$ cat src/intvec_pkg.sv
package intvec_pkg;

    // ==========================================================
    // fixed vector entries, four bytes each, up to the top of memory
    localparam logic [19:0] VEC_UNDEF = 20'hfffdc;
    localparam logic [19:0] VEC_OVF = 20'hfffe0;
    localparam logic [19:0] VEC_BRK = 20'hfffe4;
    localparam logic [19:0] VEC_AMATCH = 20'hfffe8;
    localparam logic [19:0] VEC_STEP = 20'hfffec;
    localparam logic [19:0] VEC_WDT = 20'hffff0;
    localparam logic [19:0] VEC_DBC = 20'hffff4;
    localparam logic [19:0] VEC_NMI = 20'hffff8;
    localparam logic [19:0] VEC_RESET = 20'hffffc;
    localparam logic [7:0] BRK_RELOC_MARK = 8'hff;

    // ==========================================================
    // relocatable table: 64 entries of four bytes, 256 bytes
    localparam int RELOC_BYTES = 256;
    localparam logic [5:0] TRAP_SHARED_LAST = 6'h1f;
    localparam logic [5:0] TRAP_BRK_NUM = 6'h00;

    // ==========================================================
    // request bit positions, equal to the shared trap number
    localparam int KEY_VEC = 13;
    localparam int EXT_A_VEC = 29;
    localparam int EXT_B_VEC = 30;
    localparam int EXT_C_VEC = 31;
    localparam logic [31:0] PERIPH_IN_MASK = 32'h1fff_dfe0;
    localparam logic [31:0] MASKABLE_MASK = 32'hffff_ffe0;
    localparam int KEY_PINS = 4;

    // ==========================================================
    // non-maskable pending bits, lower index wins
    localparam int SP_RESET = 0;
    localparam int SP_DBC = 1;
    localparam int SP_WDT = 2;
    localparam int SP_NMI = 3;
    localparam int SP_UND = 4;
    localparam int SP_OVF = 5;
    localparam int SP_BRK = 6;
    localparam int SP_TRAP = 7;
    localparam int SP_AMATCH = 8;
    localparam int SP_STEP = 9;
    localparam int SPEC_N = 10;

    // ==========================================================
    // edge select encoding per external pin
    localparam logic [1:0] EDGE_RISE = 2'b01;
    localparam logic [1:0] EDGE_FALL = 2'b10;
    localparam logic [1:0] EDGE_BOTH = 2'b11;

    // ==========================================================
    // reset values
    localparam logic IE_RST = 1'b0;
    localparam logic USEL_RST = 1'b0;
    localparam logic PIN_IDLE = 1'b1;

    typedef enum logic [1:0] {
        ST_IDLE = 2'b00,
        ST_FETCH = 2'b01,
        ST_RELOC = 2'b11,
        ST_BRANCH = 2'b10
    } fsm_state_t;

endpackage : intvec_pkg

$ cat src/interrupt_source_vectoring.sv
`timescale 1ns/100ps
// Functional notes
// - instruction interrupts ignore enable and priority
// - undefined opcode vectors via fffdc
// - overflow trap only when overflow flag set
// - break via fffe4, ff marker relocates
// - traps 0-63, low 32 share peripheral vectors
// - traps 0-31 save, clear, restore stack select
// - traps 32-63 keep stack select unchanged
// - reset pin low gives reset vector ffffc
// - nmi pin falling edge vectors via ffff8
// - watchdog request vectors via ffff0
// - debug flag steps after each instruction
// - address match before instruction, via fffe8
// - no match unless first instruction byte
// - maskable means enable flag gates it
// - peripherals maskable, share trap 5-31 entries
// - separate peripheral request inputs accepted
// - any low key pin raises key request
// - edge pins raise on selected edges
// - fixed table fffdc to top, four bytes
// - accepted request fetches vector then branches
// - relocatable table base plus four times n
// - request bit set on request, cleared on accept
// - global enable reads zero after reset
module interrupt_source_vectoring
    import intvec_pkg::*;
(
    input wire logic core_clk,
    input wire logic reset_n,
    input wire logic undefined_opcode_instr,
    input wire logic overflow_trap_instr,
    input wire logic overflow_flag,
    input wire logic break_instr,
    input wire logic trap_instr,
    input wire logic [5:0] trap_number,
    input wire logic instr_retired,
    input wire logic debug_flag,
    input wire logic instr_start,
    input wire logic [19:0] instr_addr,
    input wire logic addr_match_enable,
    input wire logic [19:0] addr_match_value,
    input wire logic watchdog_req,
    input wire logic debugger_break_int,
    input wire logic nmi_pin_n,
    input wire logic [KEY_PINS-1:0] key_input_pin_n,
    input wire logic ext_edge_int_a,
    input wire logic ext_edge_int_b,
    input wire logic ext_edge_int_c,
    input wire logic [1:0] ext_edge_sel_a,
    input wire logic [1:0] ext_edge_sel_b,
    input wire logic [1:0] ext_edge_sel_c,
    input wire logic [31:0] periph_req,
    input wire logic [31:0] req_clear,
    input wire logic int_enable_set,
    input wire logic int_enable_clear,
    input wire logic stack_select_wr,
    input wire logic stack_select_wdata,
    input wire logic int_return,
    input wire logic [19:0] vector_table_base,
    output logic vec_rd_req,
    output logic [19:0] vec_rd_addr,
    input wire logic vec_rd_ack,
    input wire logic [31:0] vec_rd_data,
    output logic branch_valid,
    output logic [19:0] branch_addr,
    output logic branch_fixed,
    output logic [5:0] branch_number,
    output logic int_enable,
    output logic stack_select,
    output logic [31:0] req_pending
);

    // ==========================================================
    // decode helpers
    function automatic logic [4:0] lowest_set(input logic [31:0] v);
        logic [4:0] idx;
        idx = 5'h00;
        for (int i = 31; i >= 0; i--)
        begin
            if (v[i])
            begin
                idx = i[4:0];
            end
        end
        return idx;
    endfunction : lowest_set
    function automatic logic [19:0] fixed_addr(input logic [4:0] sp);
        logic [19:0] a;
        case (sp)
            5'(SP_RESET): a = VEC_RESET;
            5'(SP_DBC): a = VEC_DBC;
            5'(SP_WDT): a = VEC_WDT;
            5'(SP_NMI): a = VEC_NMI;
            5'(SP_UND): a = VEC_UNDEF;
            5'(SP_OVF): a = VEC_OVF;
            5'(SP_BRK): a = VEC_BRK;
            5'(SP_AMATCH): a = VEC_AMATCH;
            5'(SP_STEP): a = VEC_STEP;
            default: a = VEC_RESET;
        endcase
        return a;
    endfunction : fixed_addr
    function automatic logic [19:0] reloc_addr(input logic [19:0] base, input logic [5:0] n);
        return base + {12'h000, n, 2'b00};
    endfunction : reloc_addr

    // ==========================================================
    // pin conditioning
    logic [2:0] ext_edge;
    logic [0:0] nmi_fall;
    logic [KEY_PINS-1:0] key_level;

    input_conditioner #(.WIDTH(3)) u_ext (
        .core_clk(core_clk),
        .reset_n(reset_n),
        .pin_in({ext_edge_int_c, ext_edge_int_b, ext_edge_int_a}),
        .edge_sel({ext_edge_sel_c, ext_edge_sel_b, ext_edge_sel_a}),
        .level_q(),
        .edge_q(ext_edge)
    );
    input_conditioner #(.WIDTH(1)) u_nmi (
        .core_clk(core_clk),
        .reset_n(reset_n),
        .pin_in(nmi_pin_n),
        .edge_sel(EDGE_FALL),
        .level_q(),
        .edge_q(nmi_fall)
    );
    input_conditioner #(.WIDTH(KEY_PINS)) u_key (
        .core_clk(core_clk),
        .reset_n(reset_n),
        .pin_in(key_input_pin_n),
        .edge_sel('0),
        .level_q(key_level),
        .edge_q()
    );

    // ==========================================================
    // state
    typedef struct packed {
        fsm_state_t st;
        logic [SPEC_N-1:0] spec;
        logic [5:0] trap_num;
        logic [31:0] req;
        logic ie;
        logic usel;
        logic usel_saved;
        logic restore_armed;
        logic [4:0] cur_spec;
        logic cur_periph;
        logic cur_reloc;
        logic [5:0] cur_num;
        logic rd_req;
        logic [19:0] rd_addr;
        logic br_valid;
        logic [19:0] br_addr;
        logic br_fixed;
        logic [5:0] br_num;
    } state_t;

    state_t s_q;
    state_t s_d;
    logic [SPEC_N-1:0] spec_set;
    logic [31:0] req_set;
    logic [31:0] maskable_ready;
    logic amatch_hit;
    logic brk_marked;

    // the match is only compared when the core flags a first instruction byte
    assign amatch_hit = addr_match_enable & instr_start
        & (instr_addr == addr_match_value);
    assign brk_marked = (vec_rd_data[7:0] == BRK_RELOC_MARK);

    always_comb
    begin
        spec_set = '0;
        spec_set[SP_DBC] = debugger_break_int;
        spec_set[SP_WDT] = watchdog_req;
        spec_set[SP_NMI] = nmi_fall[0];
        spec_set[SP_UND] = undefined_opcode_instr;
        spec_set[SP_OVF] = overflow_trap_instr & overflow_flag;
        spec_set[SP_BRK] = break_instr;
        spec_set[SP_TRAP] = trap_instr;
        spec_set[SP_AMATCH] = amatch_hit;
        spec_set[SP_STEP] = instr_retired & debug_flag;
        req_set = periph_req & PERIPH_IN_MASK;
        req_set[KEY_VEC] = ~(&key_level);
        req_set[EXT_A_VEC] = ext_edge[0];
        req_set[EXT_B_VEC] = ext_edge[1];
        req_set[EXT_C_VEC] = ext_edge[2];
    end

    // the enable flag gates every peripheral source, never the specials
    assign maskable_ready = s_q.ie ? (s_q.req & MASKABLE_MASK) : 32'h0000_0000;

    always_comb
    begin
        s_d = s_q;
        s_d.br_valid = 1'b0;
        s_d.ie = int_enable_set | (s_q.ie & ~int_enable_clear); // set beats clear
        if (stack_select_wr)
        begin
            s_d.usel = stack_select_wdata;
        end
        // a single saved copy: nested shared traps restore only the innermost
        if (int_return && s_q.restore_armed)
        begin
            s_d.usel = s_q.usel_saved;
            s_d.restore_armed = 1'b0;
        end
        if (trap_instr)
        begin
            s_d.trap_num = trap_number;
        end
        s_d.req = s_q.req & ~req_clear;
        case (s_q.st)
            ST_IDLE:
            begin
                if (|s_q.spec)
                begin
                    s_d.cur_spec = lowest_set({22'h000000, s_q.spec});
                    s_d.cur_periph = 1'b0;
                    s_d.cur_reloc = (lowest_set({22'h000000, s_q.spec}) == 5'(SP_TRAP));
                    s_d.cur_num = s_q.trap_num;
                    s_d.rd_req = 1'b1;
                    s_d.rd_addr = (lowest_set({22'h000000, s_q.spec}) == 5'(SP_TRAP))
                        ? reloc_addr(vector_table_base, s_q.trap_num)
                        : fixed_addr(lowest_set({22'h000000, s_q.spec}));
                    s_d.st = ST_FETCH;
                end
                else if (|maskable_ready)
                begin
                    s_d.cur_spec = 5'h1f;
                    s_d.cur_periph = 1'b1;
                    s_d.cur_reloc = 1'b1;
                    s_d.cur_num = {1'b0, lowest_set(maskable_ready)};
                    s_d.rd_req = 1'b1;
                    s_d.rd_addr = reloc_addr(vector_table_base, {1'b0, lowest_set(maskable_ready)});
                    s_d.st = ST_FETCH;
                end
            end
            ST_FETCH, ST_RELOC:
            begin
                if (vec_rd_ack)
                begin
                    s_d.rd_req = 1'b0;
                    if (s_q.st == ST_FETCH && s_q.cur_spec == 5'(SP_BRK) && brk_marked)
                    begin
                        s_d.cur_reloc = 1'b1;
                        s_d.cur_num = TRAP_BRK_NUM;
                        s_d.rd_req = 1'b1;
                        s_d.rd_addr = reloc_addr(vector_table_base, TRAP_BRK_NUM);
                        s_d.st = ST_RELOC;
                    end
                    else
                    begin
                        s_d.br_valid = 1'b1;
                        s_d.br_addr = vec_rd_data[19:0];
                        s_d.br_fixed = ~s_q.cur_reloc;
                        s_d.br_num = s_q.cur_num;
                        if (s_q.cur_periph)
                        begin
                            s_d.req[s_q.cur_num[4:0]] = 1'b0;
                        end
                        else
                        begin
                            s_d.spec[s_q.cur_spec[3:0]] = 1'b0;
                        end
                        if (s_q.cur_reloc && s_q.cur_num <= TRAP_SHARED_LAST)
                        begin
                            s_d.usel_saved = s_d.usel;
                            s_d.usel = 1'b0;
                            s_d.restore_armed = 1'b1;
                        end
                        // numbers above the shared range leave the stack choice alone
                        s_d.st = ST_BRANCH;
                    end
                end
            end
            ST_BRANCH:
            begin
                s_d.st = ST_IDLE;
            end
            default:
            begin
                s_d.st = ST_IDLE;
            end
        endcase
        // new events win over the clear of the same cycle
        s_d.spec = s_d.spec | spec_set;
        s_d.req = s_d.req | req_set;
    end

    always_ff @(posedge core_clk or negedge reset_n)
    begin
        if (!reset_n)
        begin
            s_q <= '0;
            s_q.st <= ST_IDLE;
            s_q.spec[SP_RESET] <= 1'b1;
            s_q.ie <= IE_RST;
            s_q.usel <= USEL_RST;
        end
        else
        begin
            s_q <= s_d;
        end
    end

    assign vec_rd_req = s_q.rd_req;
    assign vec_rd_addr = s_q.rd_addr;
    assign branch_valid = s_q.br_valid;
    assign branch_addr = s_q.br_addr;
    assign branch_fixed = s_q.br_fixed;
    assign branch_number = s_q.br_num;
    assign int_enable = s_q.ie;
    assign stack_select = s_q.usel;
    assign req_pending = s_q.req;
endmodule : interrupt_source_vectoring

$ cat src/input_conditioner.sv
`timescale 1ns/100ps
module input_conditioner
    import intvec_pkg::*;
#(
    parameter int WIDTH = 1
)(
    input wire logic core_clk,
    input wire logic reset_n,
    input wire logic [WIDTH-1:0] pin_in,
    input wire logic [2*WIDTH-1:0] edge_sel,
    output logic [WIDTH-1:0] level_q,
    output logic [WIDTH-1:0] edge_q
);

    // ==========================================================
    // state
    typedef struct packed {
        logic [WIDTH-1:0] s1;
        logic [WIDTH-1:0] s2;
        logic [WIDTH-1:0] s3;
        logic [WIDTH-1:0] edg;
    } cond_t;

    cond_t st_q;
    cond_t st_d;

    // s1 feeds only s2; edges are seen between s2 and s3
    always_comb
    begin
        st_d = st_q;
        st_d.s1 = pin_in;
        st_d.s2 = st_q.s1;
        st_d.s3 = st_q.s2;
        for (int i = 0; i < WIDTH; i++)
        begin
            st_d.edg[i] = (edge_sel[2*i] & st_q.s2[i] & ~st_q.s3[i])
                | (edge_sel[2*i+1] & ~st_q.s2[i] & st_q.s3[i]);
        end
    end

    always_ff @(posedge core_clk or negedge reset_n)
    begin
        if (!reset_n)
        begin
            st_q.s1 <= {WIDTH{PIN_IDLE}};
            st_q.s2 <= {WIDTH{PIN_IDLE}};
            st_q.s3 <= {WIDTH{PIN_IDLE}};
            st_q.edg <= '0;
        end
        else
        begin
            st_q <= st_d;
        end
    end

    assign level_q = st_q.s2;
    assign edge_q = st_q.edg;

endmodule : input_conditioner

$ cat config.mk
export PLATFORM = sky130hd
export DESIGN_NAME = interrupt_source_vectoring
export DESIGN_NICKNAME = d
export VERILOG_FILES = /design/src/intvec_pkg.sv /design/src/interrupt_source_vectoring.sv /design/src/input_conditioner.sv
export SDC_FILE = /design/constraint.sdc
export NUM_CORES = 1
export LEC_CHECK = 0
export BUFFER_PORTS_ARGS = -buffer_cell sky130_fd_sc_hd__buf_2
export CELL_PAD_IN_SITES_DETAIL_PLACEMENT = 0
export CELL_PAD_IN_SITES_GLOBAL_PLACEMENT = 1
export CORE_MARGIN = 3
export CORE_UTILIZATION = 39
export CTS_BUF_LIST = sky130_fd_sc_hd__clkbuf_8
export CTS_CLUSTER_SIZE = 24
export DETAILED_ROUTE_END_ITERATION = 12
export PLACE_DENSITY_LB_ADDON = 0.1
export SLEW_MARGIN = 20
export SYNTH_ARGS = -nofsm -noshare
export SYNTH_HDL_FRONTEND = slang
export SYNTH_SLANG_ARGS = --single-unit
$ cat constraint.sdc
create_clock -name core_clk -period 4.3 [get_ports core_clk]
set_input_delay 0 -clock core_clk [delete_from_list [all_inputs] [get_ports core_clk]]
set_output_delay 0 -clock core_clk [all_outputs]
set_load 0.005 [all_outputs]
==> tab_implementation.tex <==
\begin{tabular}{lr}
\hline
Metric & Value \\
\hline
\multicolumn{2}{l}{\textbf{Run status}} \\
\quad Outcome & complete, no violations \\
\multicolumn{2}{l}{\textbf{Clock network}} \\
\quad TritonCTS clock tree & built \\
\quad CTS Root Buffer Type & clkbuf\_8 \\
\quad CTS max path bufs & 2 \\
\quad Number of H-tree branching levels & 4 \\
\quad CTS clock-pin slew for the worst setup and hold paths & 0.10 ns \\
\quad Cts bufs inserted & 17 \\
\quad Clock latency reported for the late side of the worst-skew pair & 0.45 ns \\
\quad Sinks on Clock Net & 139 \\
\multicolumn{2}{l}{\textbf{GRT}} \\
\quad Global-route wire length before repair & 38000 um \\
\quad Antenna violations before repair & 1 \\
\quad Pin count of the biggest net entering global routing & 95 \\
\quad Total congestion overflow after global routing & 0 \\
\quad Via count of the first global-routing pass & 7344 \\
\quad Global routing usage summed across all routing layers & 0.214 \\
\multicolumn{2}{l}{\textbf{Logic synthesis}} \\
\quad Async SR Flop Fraction & 1.00 \\
\quad Count of different cell masters after synthesis & 70 \\
\quad Most used standard cells in the synthesized netlist & dfrtp\_1, buf\_4, nand2\_1 \\
\quad YS warnings & 0 \\
\quad Post-Syn Instances & 806 \\
\quad Netlist Area Pre-Place & 0.00803 mm\^{}2 \\
\quad Main combinational cell family by area after synthesis & compound AO/OA/AOI/OAI gates \\
\quad Area fraction of the dominant cell type after synthesis & 0.368 \\
\quad Number of flops mapped to enable cells by yosys & 0 \\
\quad Register bit count reported by yosys & 139 \\
\quad Post-Synth XOR/XNOR Area & 0.0393 \\
\quad Adder and majority cell fraction of the synthesized area & 0.0268 \\
\quad Sequential cell area fraction in the yosys report & 0.436 \\
\quad Ranking of synthesized cells by area & dfrtp\_1, buf\_4, dfstp\_2, mux2\_2, a31o\_2 \\
\quad Syn Area/Cell & 9.97 um\^{}2 \\
\quad Leading register cell type out of synthesis & dfrtp\_1 \\
\quad Area fraction in and, or, nand and nor cells after synthesis & 0.146 \\
\quad Complex-gate fraction of the synthesized area & 0.185 \\
\quad Synthesized netlist net count & 1017 \\
\quad Most common cell in the netlist & dfrtp\_1 \\
\quad Portion of netlist area occupied by mux cells & 0.0498 \\
\quad Cell accounting for the most synthesized area & dfrtp\_1 \\
\multicolumn{2}{l}{\textbf{Worst setup path}} \\
\quad Register-to-register setup slack & 0.35 ns \\
\quad Beginning of the worst register-to-register path & req\_pending[16] \\
\quad Critical path launch point type & flip-flop \\
\quad Data required time at the worst endpoint & 4.65 ns \\
\quad Kind of cell adding the most delay to the critical path & compound AO/OA/AOI/OAI gates \\
\quad Highest cell delay on the worst timing path & 0.68 ns \\
\quad Critical path depth & 11 \\
\quad Combined buffer and inverter count along the critical path & 1 \\
\quad Crit path DAT & 4.30 ns \\
\quad Startpoint-to-endpoint class of the critical path & flip-flop to flip-flop \\
\quad Origin of the worst setup path & req\_pending[16] \\
\quad Slowest library cell on the worst path & o41ai\_1 \\
\quad R2R depth & 11 \\
\quad Maximum fanout along the worst path & 6 \\
\quad Critical-path cell list & o41ai\_1, nand4\_2, nor2b\_1, ha\_1, and4\_1, a32o\_1, a21o\_1, o21ai\_0, a221oi\_1, o21ai\_1, dlygate4sd3\_1 \\
\quad Critical path capture point type & flip-flop \\
\multicolumn{2}{l}{\textbf{Timing}} \\
\quad Number of setup violations in the final report & 0 \\
\quad Final-layout setup total negative slack & 0 ns \\
\quad Shortest clock period the worst path allows after layout & 3.95 ns \\
\quad Relative slew margins & 0.406 \\
\quad Final hold violation count & 0 \\
\quad Worst path setup slack after routing & 0.348 ns \\
\quad Number of pins with negative max-slew slack in the final report & 0 \\
\quad Highest Clock Rate & 253 MHz \\
\quad Unrepaired setup endpoints after global routing & no \\
\quad Period utilisation layout & 0.919 \\
\quad Slew @ Worst Pin & 0.892 ns \\
\quad Post-route clock skew & 0.0178 ns \\
\multicolumn{2}{l}{\textbf{Floorplan}} \\
\quad Effective utilization at floorplan & 0.405 \\
\quad Std cell rows & 51 \\
\quad Std-Cell Core Area & 0.0198 mm\^{}2 \\
\quad Horizontal extent of the die & 150 um \\
\quad Die extent in y & 150 um \\
\quad Die ar. & 0.0224 mm\^{}2 \\
\quad Ports & 278 \\
\multicolumn{2}{l}{\textbf{Layout}} \\
\quad Share of final-layout standard cells stronger than drive strength 1 & 0.350 \\
\quad Total number of nets in the final design & 1338 \\
\quad Number of antenna repair diodes & 0 \\
\quad Area growth syn-to-layout & 34.7\% \\
\quad Non-Filler Instances & 1405 \\
\quad Total of fill cells in the finished design & 1829 \\
\multicolumn{2}{l}{\textbf{Pwr}} \\
\quad Leakage power & 4.87 nW \\
\quad Sequential Power Share & 0.420 \\
\quad Sw Ratio & 0.368 \\
\quad Cell Int Power & 2.88 mW \\
\quad Peak ir drop on the vdd network & 223 uV \\
\quad Total net switching power & 1.68 mW \\
\quad Share of total power in the clock network & 0.242 \\
\quad Total power density per cell area & 421 mW/mm\^{}2 \\
\quad Portion of total power attributed to combinational logic & 0.337 \\
\multicolumn{2}{l}{\textbf{Place}} \\
\quad Number of buffer cells added on primary ports & 256 \\
\quad Final GP Congestion & 0.802 \\
\quad Number of cells in the design after placement & 1233 \\
\quad Setup Slack @ Placement & 0.569 ns \\
\quad DPL Wire Length & 17300 um \\
\multicolumn{2}{l}{\textbf{Routing}} \\
\quad Detail-routed net length per standard cell & 16.9 um \\
\quad Detailed-route DRC error count & 0 \\
\quad ANT nets after route & 0 \\
\quad DRT iter0 DRCs & 301 \\
\quad Routed via count divided by cell count & 5.06 \\
\quad Number of optimization iterations in the first detailed-route pass & 4 \\
\quad Vias after detailed routing & 7107 \\
\quad Total length of routed wires & 23700 um \\
\multicolumn{2}{l}{\textbf{Hold path}} \\
\quad Type of the worst min-delay path & primary input to flip-flop \\
\quad Beginning of the worst hold path & stack\_select\_wdata \\
\quad Hold Path Cell Cnt & 4 \\
\multicolumn{2}{l}{\textbf{Flow run}} \\
\quad Maximum Capacitance Violations & 0 \\
\hline
\end{tabular}
==> state kept, by name, indices dropped and copies added (netlist names) <==
| name | cells |
|---|---|
| vec_rd_addr | 20 |
| branch_fixed | 1 |
| req_pending | 32 |
| u_ext.st_q | 3 |
| u_ext.level_q | 3 |
| s_q | 32 |
| stack_select | 1 |
| branch_addr | 20 |
| u_nmi.st_q | 1 |
| u_nmi.st_d | 1 |
| u_ext.st_d | 3 |
| u_key.level_q | 4 |
| branch_valid | 1 |
| u_ext.edge_q | 3 |
| vec_rd_req | 1 |
| u_nmi.level_q | 1 |
| u_nmi.edge_q | 1 |
| int_enable | 1 |
| branch_number | 6 |
| u_key.st_d | 4 |
==> layout by cell type (no fill, tap or decap), types with 8 or more instances in the layout <==
cell           synthesis  final
buf_2                 11    255
dlygate4sd3_1          0    140
dfrtp_1              118    118
nand2_1               72     72
inv_1                 47     47
nor2_1                35     34
o21ai_0               33     33
mux2_2                32     32
a31o_2                31     31
xor2_1                24     24
nand3_1               24     24
a21oi_1               24     23
dfstp_2               21     21
clkbuf_8               0     17
ha_1                  14     14
buf_4                 82     13
a211oi_1              12     12
nor2b_1               12     12
xnor2_1               12     12
a21o_1                12     12
nor3_1                11     11
nand2b_1              11     11
nand4_1               10     10
nor4_1                10     10
o21ai_1                8      8
==> layer usage <==
layer,vias up,share of wire,track usage
met5,-,0.00055,0
met4,2,0.011,0.0513
met3,21,0.055,0.0391
met2,207,0.47,0.352
met1,3405,0.46,0.294
li1,3472,-,-
==> what timing repair did <==
action                                  4_1_cts  5_1_grt
endpoints found under the hold margin       179        0
endpoints found under the setup margin        0        1
hold buffers                                140        0
buffers inserted                              0        0
gates resized for setup                       0        1
==> path summary, 6_finish.rpt <==
check	to
max	vec_rd_addr[11]
min in group asynchronous	vec_rd_addr[9]
max in group asynchronous	s_q[62]
min	stack_select
max reg2reg	vec_rd_addr[11]
min reg2reg	u_nmi.level_q
==> power groups by stage <==
stage | Combinational, mW | Sequential [mW] | Clock [mW]
2_1_floorplan | 1.23 | 1.82 | 0
3_3_place_gp | 1.43 | 1.93 | 0
3_5_place_dp | 1.43 | 1.94 | 0
4_1_cts | 1.56 | 1.92 | 1.15
5_1_grt | 1.72 | 1.96 | 1.21
6_report | 1.54 | 1.91 | 1.10
==> worst reg2reg max path, delay by kind of cell (launching register included) <==
family | cells | cell delay (ns)
flops | 1 | 0.44
compound gates | 6 | 1.60
fa+ha+maj | 1 | 0.40
simple gates | 3 | 0.87
buf+inv | 1 | 0.55
==> through the flow <==
stage,hold slack (ns),cell area [um^2],power [mW],utilization
after detailed placement,0.106,8990,3.37,0.453
after global placement,0.105,8990,3.36,0.453
after global routing,0.0566,10800,4.89,0.545
final,0.0191,10800,4.56,0.545
after CTS,0.00488,10800,4.62,0.545
after floorplan,-0.296,8030,3.06,-
==> final cells by class <==
type	count	area (um^2)	share of cell area
repair buffers	409	2790	0.258
multi-input cells	513	3600	0.332
flip-flops and latches	139	3500	0.324
clock inverters	15	189	0.0175
well taps	265	332	0.0306
clock buffers	17	234	0.0216
inverters	47	176	0.0163
==> kinds of logic after synthesis <==
group / Yosys count
buf+inv: 154
mux: 36
flops: 139
simple gates: 224
compound gates: 201
xor+xnor: 36
fa+ha+maj: 16
(Power assumes the default switching activity.)
